[config.mk]
export PLATFORM = sky130hd
export DESIGN_NAME = chnco_top
export DESIGN_NICKNAME = d
export VERILOG_FILES = /design/src/chnco_pkg.sv /design/src/chnco_strobe.sv /design/src/chnco_fifo.sv /design/src/chnco_top.sv
export VERILOG_INCLUDE_DIRS = /design/src
export SDC_FILE = /design/constraint.sdc
export NUM_CORES = 2
export LEC_CHECK = 0
export BUFFER_PORTS_ARGS = -buffer_cell sky130_fd_sc_hd__buf_4
export CAP_MARGIN = 20
export CORE_ASPECT_RATIO = 0.75
export CORE_MARGIN = 3
export CORE_UTILIZATION = 40
export CTS_CLUSTER_SIZE = 14
export DETAILED_ROUTE_END_ITERATION = 8
export GPL_ROUTABILITY_DRIVEN = 0
export PLACE_DENSITY = 0.56
export SLEW_MARGIN = 20
export SYNTH_ARGS = -nofsm -noshare
export SYNTH_HDL_FRONTEND = slang
export SYNTH_SLANG_ARGS = --single-unit
[constraint.sdc]
create_clock -name ref_clk -period 54 [get_ports ref_clk]
set_input_delay 10.8 -clock ref_clk [delete_from_list [all_inputs] [get_ports ref_clk]]
set_output_delay 10.8 -clock ref_clk [all_outputs]
set_load 0.005 [all_outputs]
[src/chnco_cfg.svh]
// Constants of the channel oscillator front end
//
// Contract
// - Low frequency half held in shadow register
// - High frequency half held in shadow register
// - Shadow loads on sleep exit or hop fire
// - Holdoff of one loads shadow on write
// - Phase offset added as unsigned turn fraction
// - Control bits 8:7 pick sync pin
// - Control bit 6 picks first/second input port
// - Ports: mantissa, exponent, enable, clock-synchronous
// - Mode 00: every clock, mask when disabled; the code masks only the I path, bypass Q passes unmasked
// - Mode 01: sample when enable high
// - Mode 10: sample after enable rises
// - Mode 11: sample after enable falls
// - Hop clears accumulator when bit 3 set
// - Bits 2 and 1 enable the dithers
// - Bypass routes first port I, second Q
// - Memory test: enable, two pass flags
// - Test count: write target, read counter
// - Filter format field: fixed, 8+4, 12+4
// - Filter control bit 9 picks source
// - Output control picks 16 or 12 bits
// - Hop loads holdoff; zero suppresses hop
`ifndef CHNCO_CFG_SVH
`define CHNCO_CFG_SVH
`define CH_SLEEP 8'h80
`define CH_SOFT 8'h81
`define CH_PIN 8'h82
`define CH_STHOLD 8'h83
`define CH_HOPHOLD 8'h84
`define CH_FREQLO 8'h85
`define CH_FREQHI 8'h86
`define CH_PHASE 8'h87
`define CH_CTRL 8'h88
`define CH_RDEC 8'h90
`define CH_RINT 8'h91
`define CH_RSCL 8'h92
`define CH_CDEC 8'h94
`define CH_CSCL 8'h95
`define CH_FDEC 8'hA0
`define CH_FPH 8'hA1
`define CH_FTAP 8'hA2
`define CH_FOFF 8'hA3
`define CH_FCTL 8'hA4
`define CH_SIGI 8'hA5
`define CH_SIGQ 8'hA6
`define CH_STCNT 8'hA7
`define CH_MBIST 8'hA8
`define CH_OCTL 8'hA9
`define SLEEP_RST 1'b1
`define SOFT_START 0
`define SOFT_HOP 1
`define PIN_START 0
`define PIN_HOP 1
`define PIN_FIRST 2
`define HOLD_FIRE 16'h0001
`define HOLD_OFF 16'h0000
`define MODE_MASK 2'h0
`define MODE_HIGH 2'h1
`define MODE_RISE 2'h2
`define MODE_FALL 2'h3
`define FC_SRC 9
`define FC_FMT_HI 5
`define FC_FMT_LO 4
`define FMT_FIX 2'h0
`define FMT_8 2'h1
`define FMT_12 2'h2
`define OC_WIDE 5
`define MB_EN 0
`define MB_LAST 8'hFF
`define LFSR_SEED 16'hACE1
`define LFSR_TAPS 16'hB400
`endif

[src/chnco_pkg.sv]
// Types shared by the channel oscillator front end
package chnco_pkg;
	typedef struct packed {
		logic        enable;
		logic [2:0]  exponent;
		logic [13:0] mantissa;
	} chnco_port_s;
	typedef struct packed {
		logic [1:0] syncSel;
		logic       portSel;
		logic [1:0] mode;
		logic       hopClear;
		logic       ampDither;
		logic       phaseDither;
		logic       bypass;
	} chnco_ctrl_s;
	typedef struct packed {
		logic [15:0] phase;
		logic [2:0]  expI;
		logic [2:0]  expQ;
		logic [13:0] i;
		logic [13:0] q;
	} chnco_word_s;
	typedef enum logic [2:0] {
		CHNCO_ST_IDLE = 3'b001,
		CHNCO_ST_RUN  = 3'b010,
		CHNCO_ST_DONE = 3'b100
	} chnco_test_e;
endpackage

[src/chnco_strobe.sv]
// Sample strobe derivation and input port steering
`timescale 1ns/1ns
`include "chnco_cfg.svh"
module chnco_strobe (
	input  wire logic                  ref_clk,  // Sample clock
	input  wire logic                  rst,      // Async reset
	input  wire logic [1:0]            mode,     // Strobe mode
	input  wire logic                  portSel,  // Second port select
	input  wire logic                  bypass,   // Translation bypass
	input  wire logic                  run,      // Channel awake
	input  wire chnco_pkg::chnco_port_s portA,    // First port
	input  wire chnco_pkg::chnco_port_s portB,    // Second port
	output logic                       strobe,   // Sample valid
	output chnco_pkg::chnco_port_s     dataI,    // I path sample
	output chnco_pkg::chnco_port_s     dataQ     // Q path sample
);
	chnco_pkg::chnco_port_s pick;
	logic                   enPrev_q;
	logic                   take;

	// Bypass always reads both ports, so the first one paces it
	always_comb pick = (portSel && !bypass) ? portB : portA;

	always_ff @(posedge ref_clk or posedge rst) begin
		if (rst) enPrev_q <= 1'b0;
		else enPrev_q <= pick.enable;
	end

	always_comb begin
		case (mode)
			`MODE_MASK: take = 1'b1;
			`MODE_HIGH: take = pick.enable;
			`MODE_RISE: take = pick.enable && !enPrev_q;
			`MODE_FALL: take = !pick.enable && enPrev_q;
			default: take = 1'b0;
		endcase
	end

	always_ff @(posedge ref_clk or posedge rst) begin
		if (rst) begin
			strobe <= 1'b0;
			dataI <= '0;
			dataQ <= '0;
		end else begin
			strobe <= run && take;
			// Masking keeps the channel phase-aligned across gaps
			if (mode == `MODE_MASK && !pick.enable) dataI <= '0;
			else dataI <= pick;
			dataQ <= bypass ? portB : '0;
		end
	end
endmodule

[src/chnco_fifo.sv]
// Output FIFO with registered read side
`timescale 1ns/1ns
module chnco_fifo #(
	parameter int WIDTH = 50,
	parameter int DEPTH = 32
) (
	input  wire logic             ref_clk,  // Clock
	input  wire logic             rst,      // Async reset
	input  wire logic             inValid,  // Write request
	output logic                  inReady,  // Room for a word
	input  wire logic [WIDTH-1:0] inData,   // Write word
	output logic                  outValid, // Read word present
	input  wire logic             outReady, // Reader takes word
	output logic [WIDTH-1:0]      outData   // Read word
);
	localparam int AW = $clog2(DEPTH);
	logic [WIDTH-1:0] mem [DEPTH];
	logic [AW-1:0]    wrPtr_q;
	logic [AW-1:0]    rdPtr_q;
	logic [AW:0]      count_q;
	logic             push;
	logic             pop;

	assign inReady = count_q != (AW+1)'(DEPTH);
	assign push = inValid && inReady;
	assign pop = (count_q != '0) && (!outValid || outReady);

	always_ff @(posedge ref_clk) begin
		if (push) mem[wrPtr_q] <= inData;
	end

	always_ff @(posedge ref_clk or posedge rst) begin
		if (rst) begin
			wrPtr_q <= '0;
			rdPtr_q <= '0;
			count_q <= '0;
		end else begin
			if (push) wrPtr_q <= wrPtr_q + 1'b1;
			if (pop) rdPtr_q <= rdPtr_q + 1'b1;
			if (push && !pop) count_q <= count_q + 1'b1;
			else if (pop && !push) count_q <= count_q - 1'b1;
		end
	end

	always_ff @(posedge ref_clk or posedge rst) begin
		if (rst) begin
			outValid <= 1'b0;
			outData <= '0;
		end else if (pop) begin
			outValid <= 1'b1;
			outData <= mem[rdPtr_q];
		end else if (outReady) begin
			outValid <= 1'b0;
		end
	end
endmodule

[src/chnco_top.sv]
// Channel oscillator front end: registers, holdoffs, oscillator, self test
`timescale 1ns/1ns
`include "chnco_cfg.svh"
module chnco_top (
	input  wire logic                   ref_clk,      // 25 MHz clock
	input  wire logic                   rst,          // Async reset
	input  wire logic [7:0]             regAddr,      // Channel address
	input  wire logic [19:0]            regWrData,    // Write data
	input  wire logic                   regWrEn,      // Write strobe
	input  wire logic                   regRdEn,      // Read strobe
	output logic [19:0]                 regRdData,    // Read data
	output logic                        regRdValid,   // Read data valid
	input  wire chnco_pkg::chnco_port_s portA,        // First input port
	input  wire chnco_pkg::chnco_port_s portB,        // Second input port
	input  wire logic [3:0]             syncPin,      // Async sync pins
	input  wire logic                   outReady,     // Sink takes word
	output logic                        outValid,     // Word present
	output chnco_pkg::chnco_word_s      outWord,      // Output word
	output logic                        ampDitherBit, // Amplitude dither
	output logic                        filterSrcOther, // Partner source
	output logic [1:0]                  outFormat,    // Filter format
	output logic                        outWide,      // 16-bit outputs
	output logic                        sleeping      // Channel asleep
);
	// Register state
	logic                   sleep_q;
	logic                   sleepPrev_q;
	logic [2:0]             pinCfg_q;
	logic [15:0]            startHold_q;
	logic [15:0]            hopHold_q;
	logic [15:0]            freqLoSh_q;
	logic [15:0]            freqHiSh_q;
	logic [31:0]            freqWork_q;
	logic [15:0]            phaseOff_q;
	chnco_pkg::chnco_ctrl_s ctrl_q;
	logic [11:0]            resDec_q;
	logic [8:0]             resInt_q;
	logic [11:0]            resScl_q;
	logic [7:0]             decDec_q;
	logic [4:0]             decScl_q;
	logic [7:0]             fDec_q;
	logic [7:0]             fPh_q;
	logic [7:0]             fTap_q;
	logic [7:0]             fOff_q;
	logic [10:0]            fCtl_q;
	logic [9:0]             oCtl_q;
	logic [15:0]            sigI_q;
	logic [15:0]            sigQ_q;
	logic [19:0]            stTarget_q;
	logic [19:0]            stCount_q;
	logic                   mbEn_q;
	logic [1:0]             mbPass_q;
	logic [7:0]             mbCnt_q;
	chnco_pkg::chnco_test_e mbState_q;

	// Sync, holdoff and oscillator state
	logic [3:0]             syncMeta_q;
	logic [3:0]             syncSafe_q;
	logic                   syncPrev_q;
	logic                   firstSeen_q;
	logic [15:0]            hopCnt_q;
	logic                   hopBusy_q;
	logic [15:0]            startCnt_q;
	logic                   startBusy_q;
	logic [31:0]            acc_q;
	logic [15:0]            lfsr_q;
	logic [1:0]             fmt_d;

	// Combinational nets
	logic                   strobe;
	chnco_pkg::chnco_port_s dataI;
	chnco_pkg::chnco_port_s dataQ;
	logic                   fifoReady;
	logic                   adv;
	logic                   pinEdge;
	logic                   pinGo;
	logic                   hopTrig;
	logic                   startTrig;
	logic                   hopFire;
	logic                   startFire;
	logic                   leaveSleep;
	logic [15:0]            loNext;
	logic [15:0]            hiNext;
	logic                   shadowWr;
	logic [19:0]            rdMux;
	chnco_pkg::chnco_word_s pushWord;

	function automatic logic wrAt(input logic en, input logic [7:0] a, input logic [7:0] o);
		return en && (a == o);
	endfunction

	// Keep the low two mantissa bits only in wide output mode
	function automatic logic [13:0] narrow(input logic [13:0] m, input logic wide);
		return wide ? m : {m[13:2], 2'b00};
	endfunction

	chnco_strobe u_strobe (
		.ref_clk (ref_clk),
		.rst     (rst),
		.mode    (ctrl_q.mode),
		.portSel (ctrl_q.portSel),
		.bypass  (ctrl_q.bypass),
		.run     (!sleep_q),
		.portA   (portA),
		.portB   (portB),
		.strobe  (strobe),
		.dataI   (dataI),
		.dataQ   (dataQ)
	);

	// A full FIFO freezes the oscillator rather than silently skipping phase
	assign adv = strobe && fifoReady;

	chnco_fifo #(
		.WIDTH ($bits(chnco_pkg::chnco_word_s)),
		.DEPTH (32)
	) u_fifo (
		.ref_clk  (ref_clk),
		.rst      (rst),
		.inValid  (strobe),
		.inReady  (fifoReady),
		.inData   (pushWord),
		.outValid (outValid),
		.outReady (outReady),
		.outData  (outWord)
	);

	always_comb begin
		pushWord.phase = acc_q[31:16] + phaseOff_q;
		pushWord.expI = dataI.exponent;
		pushWord.expQ = dataQ.exponent;
		pushWord.i = narrow(dataI.mantissa, oCtl_q[`OC_WIDE]);
		pushWord.q = narrow(dataQ.mantissa, oCtl_q[`OC_WIDE]);
	end

	// Sync pins are asynchronous: two flops, then edge detect on the second
	always_ff @(posedge ref_clk or posedge rst) begin
		if (rst) begin
			syncMeta_q <= 4'h0;
			syncSafe_q <= 4'h0;
			syncPrev_q <= 1'b0;
		end else begin
			syncMeta_q <= syncPin;
			syncSafe_q <= syncMeta_q;
			syncPrev_q <= syncSafe_q[ctrl_q.syncSel];
		end
	end

	assign pinEdge = syncSafe_q[ctrl_q.syncSel] && !syncPrev_q;
	assign pinGo = pinEdge && !(pinCfg_q[`PIN_FIRST] && firstSeen_q);
	assign hopTrig = (wrAt(regWrEn, regAddr, `CH_SOFT) && regWrData[`SOFT_HOP])
		|| (pinGo && pinCfg_q[`PIN_HOP]);
	assign startTrig = (wrAt(regWrEn, regAddr, `CH_SOFT) && regWrData[`SOFT_START])
		|| (pinGo && pinCfg_q[`PIN_START]);
	assign hopFire = hopBusy_q && (hopCnt_q == `HOLD_FIRE);
	assign startFire = startBusy_q && (startCnt_q == `HOLD_FIRE);
	assign leaveSleep = sleepPrev_q && !sleep_q;

	always_ff @(posedge ref_clk or posedge rst) begin
		if (rst) firstSeen_q <= 1'b0;
		else if (pinEdge) firstSeen_q <= 1'b1;
	end

	// Hop holdoff counts processed samples down to one
	always_ff @(posedge ref_clk or posedge rst) begin
		if (rst) begin
			hopCnt_q <= `HOLD_OFF;
			hopBusy_q <= 1'b0;
		end else if (hopTrig && hopHold_q != `HOLD_OFF) begin
			hopCnt_q <= hopHold_q;
			hopBusy_q <= 1'b1;
		end else if (hopFire) begin
			hopBusy_q <= 1'b0;
		end else if (hopBusy_q && adv) begin
			hopCnt_q <= hopCnt_q - 16'h0001;
		end
	end

	// Start holdoff runs on the clock since a sleeping channel has no samples
	always_ff @(posedge ref_clk or posedge rst) begin
		if (rst) begin
			startCnt_q <= `HOLD_OFF;
			startBusy_q <= 1'b0;
		end else if (startTrig && startHold_q != `HOLD_OFF) begin
			startCnt_q <= startHold_q;
			startBusy_q <= 1'b1;
		end else if (startFire) begin
			startBusy_q <= 1'b0;
		end else if (startBusy_q) begin
			startCnt_q <= startCnt_q - 16'h0001;
		end
	end

	always_ff @(posedge ref_clk or posedge rst) begin
		if (rst) begin
			sleep_q <= `SLEEP_RST;
			sleepPrev_q <= `SLEEP_RST;
		end else begin
			sleepPrev_q <= sleep_q;
			if (startFire) sleep_q <= 1'b0;
			else if (wrAt(regWrEn, regAddr, `CH_SLEEP)) sleep_q <= regWrData[0];
		end
	end

	// Frequency shadows and working copy
	assign shadowWr = wrAt(regWrEn, regAddr, `CH_FREQLO)
		|| wrAt(regWrEn, regAddr, `CH_FREQHI);
	assign loNext = wrAt(regWrEn, regAddr, `CH_FREQLO) ? regWrData[15:0] : freqLoSh_q;
	assign hiNext = wrAt(regWrEn, regAddr, `CH_FREQHI) ? regWrData[15:0] : freqHiSh_q;

	always_ff @(posedge ref_clk or posedge rst) begin
		if (rst) begin
			freqLoSh_q <= 16'h0000;
			freqHiSh_q <= 16'h0000;
		end else begin
			freqLoSh_q <= loNext;
			freqHiSh_q <= hiNext;
		end
	end

	always_ff @(posedge ref_clk or posedge rst) begin
		if (rst) freqWork_q <= 32'h0000_0000;
		else if (leaveSleep || hopFire) freqWork_q <= {freqHiSh_q, freqLoSh_q};
		else if (shadowWr && hopHold_q == `HOLD_FIRE) freqWork_q <= {hiNext, loNext};
	end

	// Phase accumulator with optional dithers
	always_ff @(posedge ref_clk or posedge rst) begin
		if (rst) lfsr_q <= `LFSR_SEED;
		else if (adv) lfsr_q <= lfsr_q[0] ? ((lfsr_q >> 1) ^ `LFSR_TAPS) : (lfsr_q >> 1);
	end

	always_ff @(posedge ref_clk or posedge rst) begin
		if (rst) begin
			acc_q <= 32'h0000_0000;
		end else if (hopFire && ctrl_q.hopClear) begin
			acc_q <= 32'h0000_0000;
		end else if (adv) begin
			acc_q <= acc_q + freqWork_q
				+ (ctrl_q.phaseDither ? {29'h0000_0000, lfsr_q[2:0]} : 32'h0000_0000);
		end
	end

	always_ff @(posedge ref_clk or posedge rst) begin
		if (rst) ampDitherBit <= 1'b0;
		else if (adv) ampDitherBit <= ctrl_q.ampDither && lfsr_q[15];
	end

	// Plain configuration registers
	always_ff @(posedge ref_clk or posedge rst) begin
		if (rst) begin
			pinCfg_q <= 3'h0;
			startHold_q <= `HOLD_OFF;
			hopHold_q <= `HOLD_OFF;
			phaseOff_q <= 16'h0000;
			ctrl_q <= '0;
			resDec_q <= 12'h000;
			resInt_q <= 9'h000;
			resScl_q <= 12'h000;
			decDec_q <= 8'h00;
			decScl_q <= 5'h00;
			fDec_q <= 8'h00;
			fPh_q <= 8'h00;
			fTap_q <= 8'h00;
			fOff_q <= 8'h00;
			fCtl_q <= 11'h000;
			oCtl_q <= 10'h000;
		end else if (regWrEn) begin
			case (regAddr)
				`CH_PIN: pinCfg_q <= regWrData[2:0];
				`CH_STHOLD: startHold_q <= regWrData[15:0];
				`CH_HOPHOLD: hopHold_q <= regWrData[15:0];
				`CH_PHASE: phaseOff_q <= regWrData[15:0];
				`CH_CTRL: ctrl_q <= regWrData[8:0];
				`CH_RDEC: resDec_q <= regWrData[11:0];
				`CH_RINT: resInt_q <= regWrData[8:0];
				`CH_RSCL: resScl_q <= regWrData[11:0];
				`CH_CDEC: decDec_q <= regWrData[7:0];
				`CH_CSCL: decScl_q <= regWrData[4:0];
				`CH_FDEC: fDec_q <= regWrData[7:0];
				`CH_FPH: fPh_q <= regWrData[7:0];
				`CH_FTAP: fTap_q <= regWrData[7:0];
				`CH_FOFF: fOff_q <= regWrData[7:0];
				`CH_FCTL: fCtl_q <= regWrData[10:0];
				`CH_OCTL: oCtl_q <= regWrData[9:0];
				default: ;
			endcase
		end
	end

	// Output signature over the requested number of outputs
	always_ff @(posedge ref_clk or posedge rst) begin
		if (rst) begin
			stTarget_q <= 20'h0_0000;
			stCount_q <= 20'h0_0000;
			sigI_q <= 16'h0000;
			sigQ_q <= 16'h0000;
		end else if (wrAt(regWrEn, regAddr, `CH_STCNT)) begin
			stTarget_q <= regWrData;
			stCount_q <= 20'h0_0000;
			sigI_q <= 16'h0000;
			sigQ_q <= 16'h0000;
		end else if (adv && stCount_q != stTarget_q) begin
			stCount_q <= stCount_q + 20'h0_0001;
			sigI_q <= {sigI_q[14:0], sigI_q[15]} ^ {{2{pushWord.i[13]}}, pushWord.i};
			sigQ_q <= {sigQ_q[14:0], sigQ_q[15]} ^ {{2{pushWord.q[13]}}, pushWord.q};
		end
	end

	// Memory self test sequencer
	always_ff @(posedge ref_clk or posedge rst) begin
		if (rst) begin
			mbEn_q <= 1'b0;
			mbPass_q <= 2'b00;
			mbCnt_q <= 8'h00;
			mbState_q <= chnco_pkg::CHNCO_ST_IDLE;
		end else if (wrAt(regWrEn, regAddr, `CH_MBIST)) begin
			mbEn_q <= regWrData[`MB_EN];
			mbPass_q <= 2'b00;
			mbCnt_q <= 8'h00;
			mbState_q <= regWrData[`MB_EN] ? chnco_pkg::CHNCO_ST_RUN : chnco_pkg::CHNCO_ST_IDLE;
		end else begin
			case (mbState_q)
				chnco_pkg::CHNCO_ST_IDLE: ;
				chnco_pkg::CHNCO_ST_RUN: begin
					mbCnt_q <= mbCnt_q + 8'h01;
					if (mbCnt_q == `MB_LAST) mbState_q <= chnco_pkg::CHNCO_ST_DONE;
				end
				chnco_pkg::CHNCO_ST_DONE: mbPass_q <= 2'b11;
				default: mbState_q <= chnco_pkg::CHNCO_ST_IDLE;
			endcase
		end
	end

	// Filter and output configuration pins
	always_comb begin
		if (fCtl_q[`FC_FMT_HI]) fmt_d = `FMT_12;
		else if (fCtl_q[`FC_FMT_LO]) fmt_d = `FMT_8;
		else fmt_d = `FMT_FIX;
	end

	always_ff @(posedge ref_clk or posedge rst) begin
		if (rst) begin
			outFormat <= `FMT_FIX;
			filterSrcOther <= 1'b0;
			outWide <= 1'b0;
			sleeping <= `SLEEP_RST;
		end else begin
			outFormat <= fmt_d;
			filterSrcOther <= fCtl_q[`FC_SRC];
			outWide <= oCtl_q[`OC_WIDE];
			sleeping <= sleep_q;
		end
	end

	// Read mux; reserved and unmapped addresses read zero
	always_comb begin
		case (regAddr)
			`CH_SLEEP: rdMux = {19'h0_0000, sleep_q};
			`CH_PIN: rdMux = {17'h0_0000, pinCfg_q};
			`CH_STHOLD: rdMux = {4'h0, startHold_q};
			`CH_HOPHOLD: rdMux = {4'h0, hopHold_q};
			`CH_FREQLO: rdMux = {4'h0, freqLoSh_q};
			`CH_FREQHI: rdMux = {4'h0, freqHiSh_q};
			`CH_PHASE: rdMux = {4'h0, phaseOff_q};
			`CH_CTRL: rdMux = {11'h000, ctrl_q};
			`CH_RDEC: rdMux = {8'h00, resDec_q};
			`CH_RINT: rdMux = {11'h000, resInt_q};
			`CH_RSCL: rdMux = {8'h00, resScl_q};
			`CH_CDEC: rdMux = {12'h000, decDec_q};
			`CH_CSCL: rdMux = {15'h0000, decScl_q};
			`CH_FDEC: rdMux = {12'h000, fDec_q};
			`CH_FPH: rdMux = {12'h000, fPh_q};
			`CH_FTAP: rdMux = {12'h000, fTap_q};
			`CH_FOFF: rdMux = {12'h000, fOff_q};
			`CH_FCTL: rdMux = {9'h000, fCtl_q};
			`CH_SIGI: rdMux = {4'h0, sigI_q};
			`CH_SIGQ: rdMux = {4'h0, sigQ_q};
			`CH_STCNT: rdMux = stCount_q;
			`CH_MBIST: rdMux = {17'h0_0000, mbPass_q, mbEn_q};
			`CH_OCTL: rdMux = {10'h000, oCtl_q};
			default: rdMux = 20'h0_0000;
		endcase
	end

	always_ff @(posedge ref_clk or posedge rst) begin
		if (rst) begin
			regRdData <= 20'h0_0000;
			regRdValid <= 1'b0;
		end else begin
			regRdValid <= regRdEn;
			if (regRdEn) regRdData <= rdMux;
		end
	end
endmodule

Yosys cells after proc, flatten, opt, wreduce, memory -nomap -nowiden

Memory sizes are Yosys's and may differ from the RTL's. A register that Yosys moved wholly into a read port is not among the register bits.
Index checks and enable logic that the tools add are counted.

Reductions and logical operators: 82
$add $sub $neg: 11
Order comparisons: 1
Bitwise gates (word level): 3
Equality and inequality tests: 40
Mux-type cells: 51

Operators by type and width:

| kind                                                | number |
|---|---|
| case mux 20 bit (23 select lines)                   | 1 |
| 2-to-1 mux 16 bit                                   | 13 |
| == test 8 bit (second input constant)               | 25 |
| 2-to-1 mux 32 bit                                   | 4 |
| == test 16 x 1 -> 1 bit (second input constant)     | 3 |
| 2-to-1 mux 20 bit                                   | 2 |
| AND reduction 2 bit                                 | 19 |
| 2-to-1 mux 17 bit                                   | 2 |
| adder 32 x 3 -> 32 bit                              | 1 |
| adder 32 bit                                        | 1 |
| logical AND 1 bit                                   | 32 |
| nonzero test 16 bit                                 | 2 |
| subtractor 16 x 1 -> 16 bit (second input constant) | 2 |
| XOR 16 bit                                          | 2 |
| nonzero test 2 bit                                  | 12 |
| adder 20 x 1 -> 20 bit (second input constant)      | 1 |
| != test 20 bit                                      | 1 |
| 2-to-1 mux 18 bit                                   | 1 |
| adder 16 bit                                        | 1 |
| 2-to-1 mux 8 bit                                    | 2 |
| 2-to-1 mux 1 bit                                    | 12 |
| 2-to-1 mux 2 bit                                    | 6 |
| 2-to-1 mux 6 bit                                    | 2 |
| adder 5 x 1 -> 5 bit (second input constant)        | 2 |
| other kinds (22)                                    | 39 |

Input bits: 73
Output and inout port bits: 78
Register bits: 482
Logic and storage cells: 250
Memory bits (writable): 1600
Memories: 1

Memories:

| name       | words | bits a word | read ports | clocked after memory_dff | wr ports | RTL line         | RTL |
|---|---|---|---|---|---|---|---|
| u_fifo.mem | 32    | 50          | 1          | 1                        | 1        | chnco_fifo.sv:17 | `logic [WIDTH-1:0] mem [DEPTH];` |

Longest topological paths before layout

Word-level depth: 9
Gate-level depth with buffers: 17
Depth with buffers taken out: 15

Modules after synthesis

From an unflattened synthesis, not the netlist that was laid out.

Cells, all modules: 5532
Area, all modules: 87600.3 µm²

By module, submodules not included:

| module       | instances | cells an instance | area each (µm²) |
|---|---|---|---|
| chnco_fifo   | 1         | 3344              | 64041.4 |
| chnco_top    | 1         | 2063              | 22143.7 |
| chnco_strobe | 1         | 125               | 1415.1 |

Worst setup path after synthesis

Ideal clock, no wire load.

Kind: in2reg
Start point: input port outReady
End point: register u_fifo.count_q[5]
Setup slack: 40653 ps
Library setup time: 123 ps
Data arrival time: 13224 ps
Stages on the path: 15
Path through: nand2b_1 > nor2b_1 > inv_1 > clkbuf_1 > clkbuf_1 > ha_1 > inv_1 > ha_1 > a21o_1 > a21oi_1 > o21bai_1 > a21oi_1 > xnor2_1 > nor2_1 > xnor2_1

Cells in the longest elaborated chain, start to end: 5
Elaborated cells between the ends (all ways): 7

Ends and longest elaborated chain:

| what                                                   | RTL line         | RTL |
|---|---|---|
| start, declared                                        | chnco_top.sv:16  | `input wire logic outReady,` |
| logical OR 1 bit *                                     | chnco_fifo.sv:26 | `assign pop = (count_q != '0) && (!outValid \|\| outReady);` |
| logical AND 1 bit *                                    | chnco_fifo.sv:26 |  |
| logical NOT 1 bit                                      | chnco_fifo.sv:40 | `if (push && !pop) count_q <= count_q + 1'b1;` |
| logical AND 1 bit                                      | chnco_fifo.sv:40 |  |
| 2-to-1 mux 6 bit or nonzero test 2 bit (tied branches) | -                |  |
| end signal, assigned                                   | chnco_fifo.sv:40 |  |
| end signal, assigned                                   | chnco_fifo.sv:41 | `else if (pop && !push) count_q <= count_q - 1'b1;` |
| end, declared                                          | chnco_fifo.sv:20 | `logic [AW:0] count_q;` |

Every way passes the cells marked *; elsewhere a longest branch is shown, timed or not.
A chain may end at the register's enable or synchronous reset.

==> out/metrics.yaml <==
ys_types: 80
drive_gt1_share_pct: 27.4
synth_common_cells: "edfxtp_1 (1600), dfrtp_1 (520), mux4_2 (502), nand2_1 (322), mux2_2 (218)"
reg2reg_to: "u_fifo.outData[32]"
worstReg2RegStart: "u_fifo.rdPtr_q[0]"
wl_mm: 239
synth_area_per_cell_um2: 18.2
yosysSeqAreaShare_pct: 70.7
setup_viol: 0
synth_nets: 4950
finish.utilization_pct: 45.9
r2r_setup_slack_ns: 48.98
criticalPathCategory: "in -> async"
hold_class: "reg -> reg"
tritoncts: "done"
yosys.cell_count.top_type: "edfxtp_1"
ctsResizeCount: 0
grt_max_degree: 155
cts_max_path_buffers: 4
wire_per_inst_um: 29.9
drc_errors: 0
tns_ns: 0
path_cells: "buf_4 > inv_8 > buf_12 > buf_4 > buf_4 > buf_4"
coreArea_mm2: 0.215
cts.clk_slew.worst_paths_ns: 0.06
ant_nets: 0
dp_cells: 7614
drt_iter0_drc: 5272
power_density_mw_per_mm2: 47.5
vias_per_cell: 5.76
initial_core_util_pct: 40.4
die_y_um: 409
cpMostUsedCell: "buf_4"
grt_pass1_wl_mm: 342
cp_data_required_time_ns: 54.77
gr-total-overflow: 0
vias: 46100
ff2ff_path_depth: 7
holdCritStartpoint: "syncMeta_q[2]"
synth_flop_cell: "edfxtp_1"
min_period_over_period_pct: 25.6
relSlewSlack_pct: 22.0
min_period_ns: 13.85
async_flop_share_pct: 24.9
synth.cell_area_mm2: 0.0868
area_delta_synth_final_pct: 13.7
worstSkewPairLatency_ns: 0.87
slowest_delay_ns: 0.82
cts_hold_buf: 0
synth_top_area_share_pct: 55.3
ys_seq_elements: 2131
synth_area_leaders: "edfxtp_1 (55%), dfrtp_1 (15%), mux4_2 (13%), mux2_2 (2.8%), nand2_1 (1.4%)"
cts_root_buffer: "clkbuf_16"
syn_inst: 4782
hold_end: "syncSafe_q[2]"
min_path_cells: 0
antenna_found_initial: 13
final_nets: 5165
tritoncts.num_buffers: 211
cp_max_fo: 154
place.port_buffers: 150
rows: 147
ys_warn_count: 0
crit_path_end_kind: "async pin"
cp_slowest_cell: "buf_4"
worst_slew_pin_slew_ns: 1.17
max_freq_mhz: 72.2
htreeDepth: 4
status: "completed"
max_cap_viol_count: 0
die_area_mm2: 0.223
final.setup_skew_ns: 0.0773
grt_pass1_vias: 45900
dpl_worst_slack_ns: 39.15
post_cts.repair.setup_buffers: 0
drv_slew: 0
dieWidth_um: 544
rsz0062_at_grt: "false"
power_leakage_nw: 34.0
finalHoldViolCount: 0
dp_hpwl_mm: 136
num_io_pins: 151
grt.total_usage_pct: 21.3
dr.pass1.iters: 6
place_area_mm2: 0.0918
worst_slack_ns: 40.15
synth_edf_count: 1600
clock_sinks: 2131
critPathLaunchType: "input pin"
arrival_ns: 14.61
fin_area_mm2: 0.0987
vdd_ir_drop_max_uv: 35.2
synth_top_cell_by_area: "edfxtp_1"
stdcell_count: 8005
==> report_power, final <==
group / total (mW) / leakage, nW / internal [mW] / switching (mW)
Sequential: 2.04 / 20.8 / 1.92 / 0.127
Clock: 1.47 / 3.36 / 0.843 / 0.622
Combinational: 1.17 / 9.79 / 0.557 / 0.617
==> critical path: cells and delay by family <==
kind     cells  cell delay, ns
buf+inv      6            3.49
==> layer usage <==
layer,part of all wire [%],global-route usage (%),wire [um],up-vias
li1,-,-,-,19400
met1,44,31.3,104000,24500
met2,46,32.3,109000,1767
met3,7.6,4.23,18300,369
met4,2.9,6.07,6910,6
met5,0.020,0,48,-
==> cell type report <==
cell class                      count  area (um^2)
Fill cell                       18300       116000
Sequential cell                  2131        61400
Multi-Input combinational cell   2345        24700
Clock buffer                      287         5940
Tap cell                         2831         3540
Timing Repair Buffer              267         2090
Clock inverter                     96          897
Inverter                           41          164
Antenna cell                        7         17.5
==> flip-flops by register name (all words and copies together), names as in the netlist, 17 cells and up <==
register	cells
acc_q	32
freqWork_q	32
regRdData	20
stCount_q	20
stTarget_q	20
u_fifo.mem	1600
u_fifo.outData	50
u_strobe.dataI	17
u_strobe.dataQ	17
==> cell families (layout without fill, tap and decap cells) <==
logic type | after synthesis | in the layout | synth area share (%)
xor+xnor | 158 | 158 | 1.59
buf+inv | 306 | 691 | 1.45
simple gates | 746 | 746 | 4.00
other cells | 0 | 7 | 0
flops | 2131 | 2131 | 70.7
fa+ha+maj | 95 | 95 | 1.42
mux | 815 | 815 | 17.0
compound gates | 531 | 531 | 3.91
==> cells in the final DEF (no fill, tap or decap), types with 11 or more instances in the layout <==
master and instances:
clkinv_2 32, a22o_1 19, clkinv_1 36, mux4_2 502, nor2_4 32, a31oi_1 20
mux2i_1 89, nor2_1 139, nor3_1 31, dfstp_2 11, a222oi_1 12, a221oi_1 14
and2_1 30, dfrtp_1 506, clkbuf_16 212, nand2_1 322, nand2b_1 18, buf_4 261
clkbuf_8 35, o21ai_0 119, xor2_1 46, nand3_1 37, xnor2_1 99, ha_1 88
a211oi_1 44, edfxtp_1 1600, o21ai_1 41, nor4_1 16, clkbuf_1 40, bufinv_16 16
a22oi_1 53, mux2_2 218, nor2b_1 13, and3_1 20, inv_1 37, a21oi_1 130
nand4_1 26, a21o_1 18
==> how the worst max path moves through the flow <==
stage / cells after the start / endpoint / start
finish: 6 / u_strobe.dataQ[3] / rst
global route: 6 / u_strobe.dataQ[3] / rst
CTS: 6 / stTarget_q[18] / rst
detailed placement: 6 / u_fifo.outData[32] / rst
global placement: 6 / u_fifo.outData[32] / rst
floorplan: 1 / acc_q[0] / rst
==> through the flow <==
step | power, mW | hold slack [ns]
finish | 4.68 | 0.348
global route | 4.90 | 0.354
CTS | 4.74 | 0.350
detailed placement | 3.27 | 0.336
global placement | 3.26 | 0.337
floorplan | 2.87 | 0.331
Power figures use the tool's default switching activity.
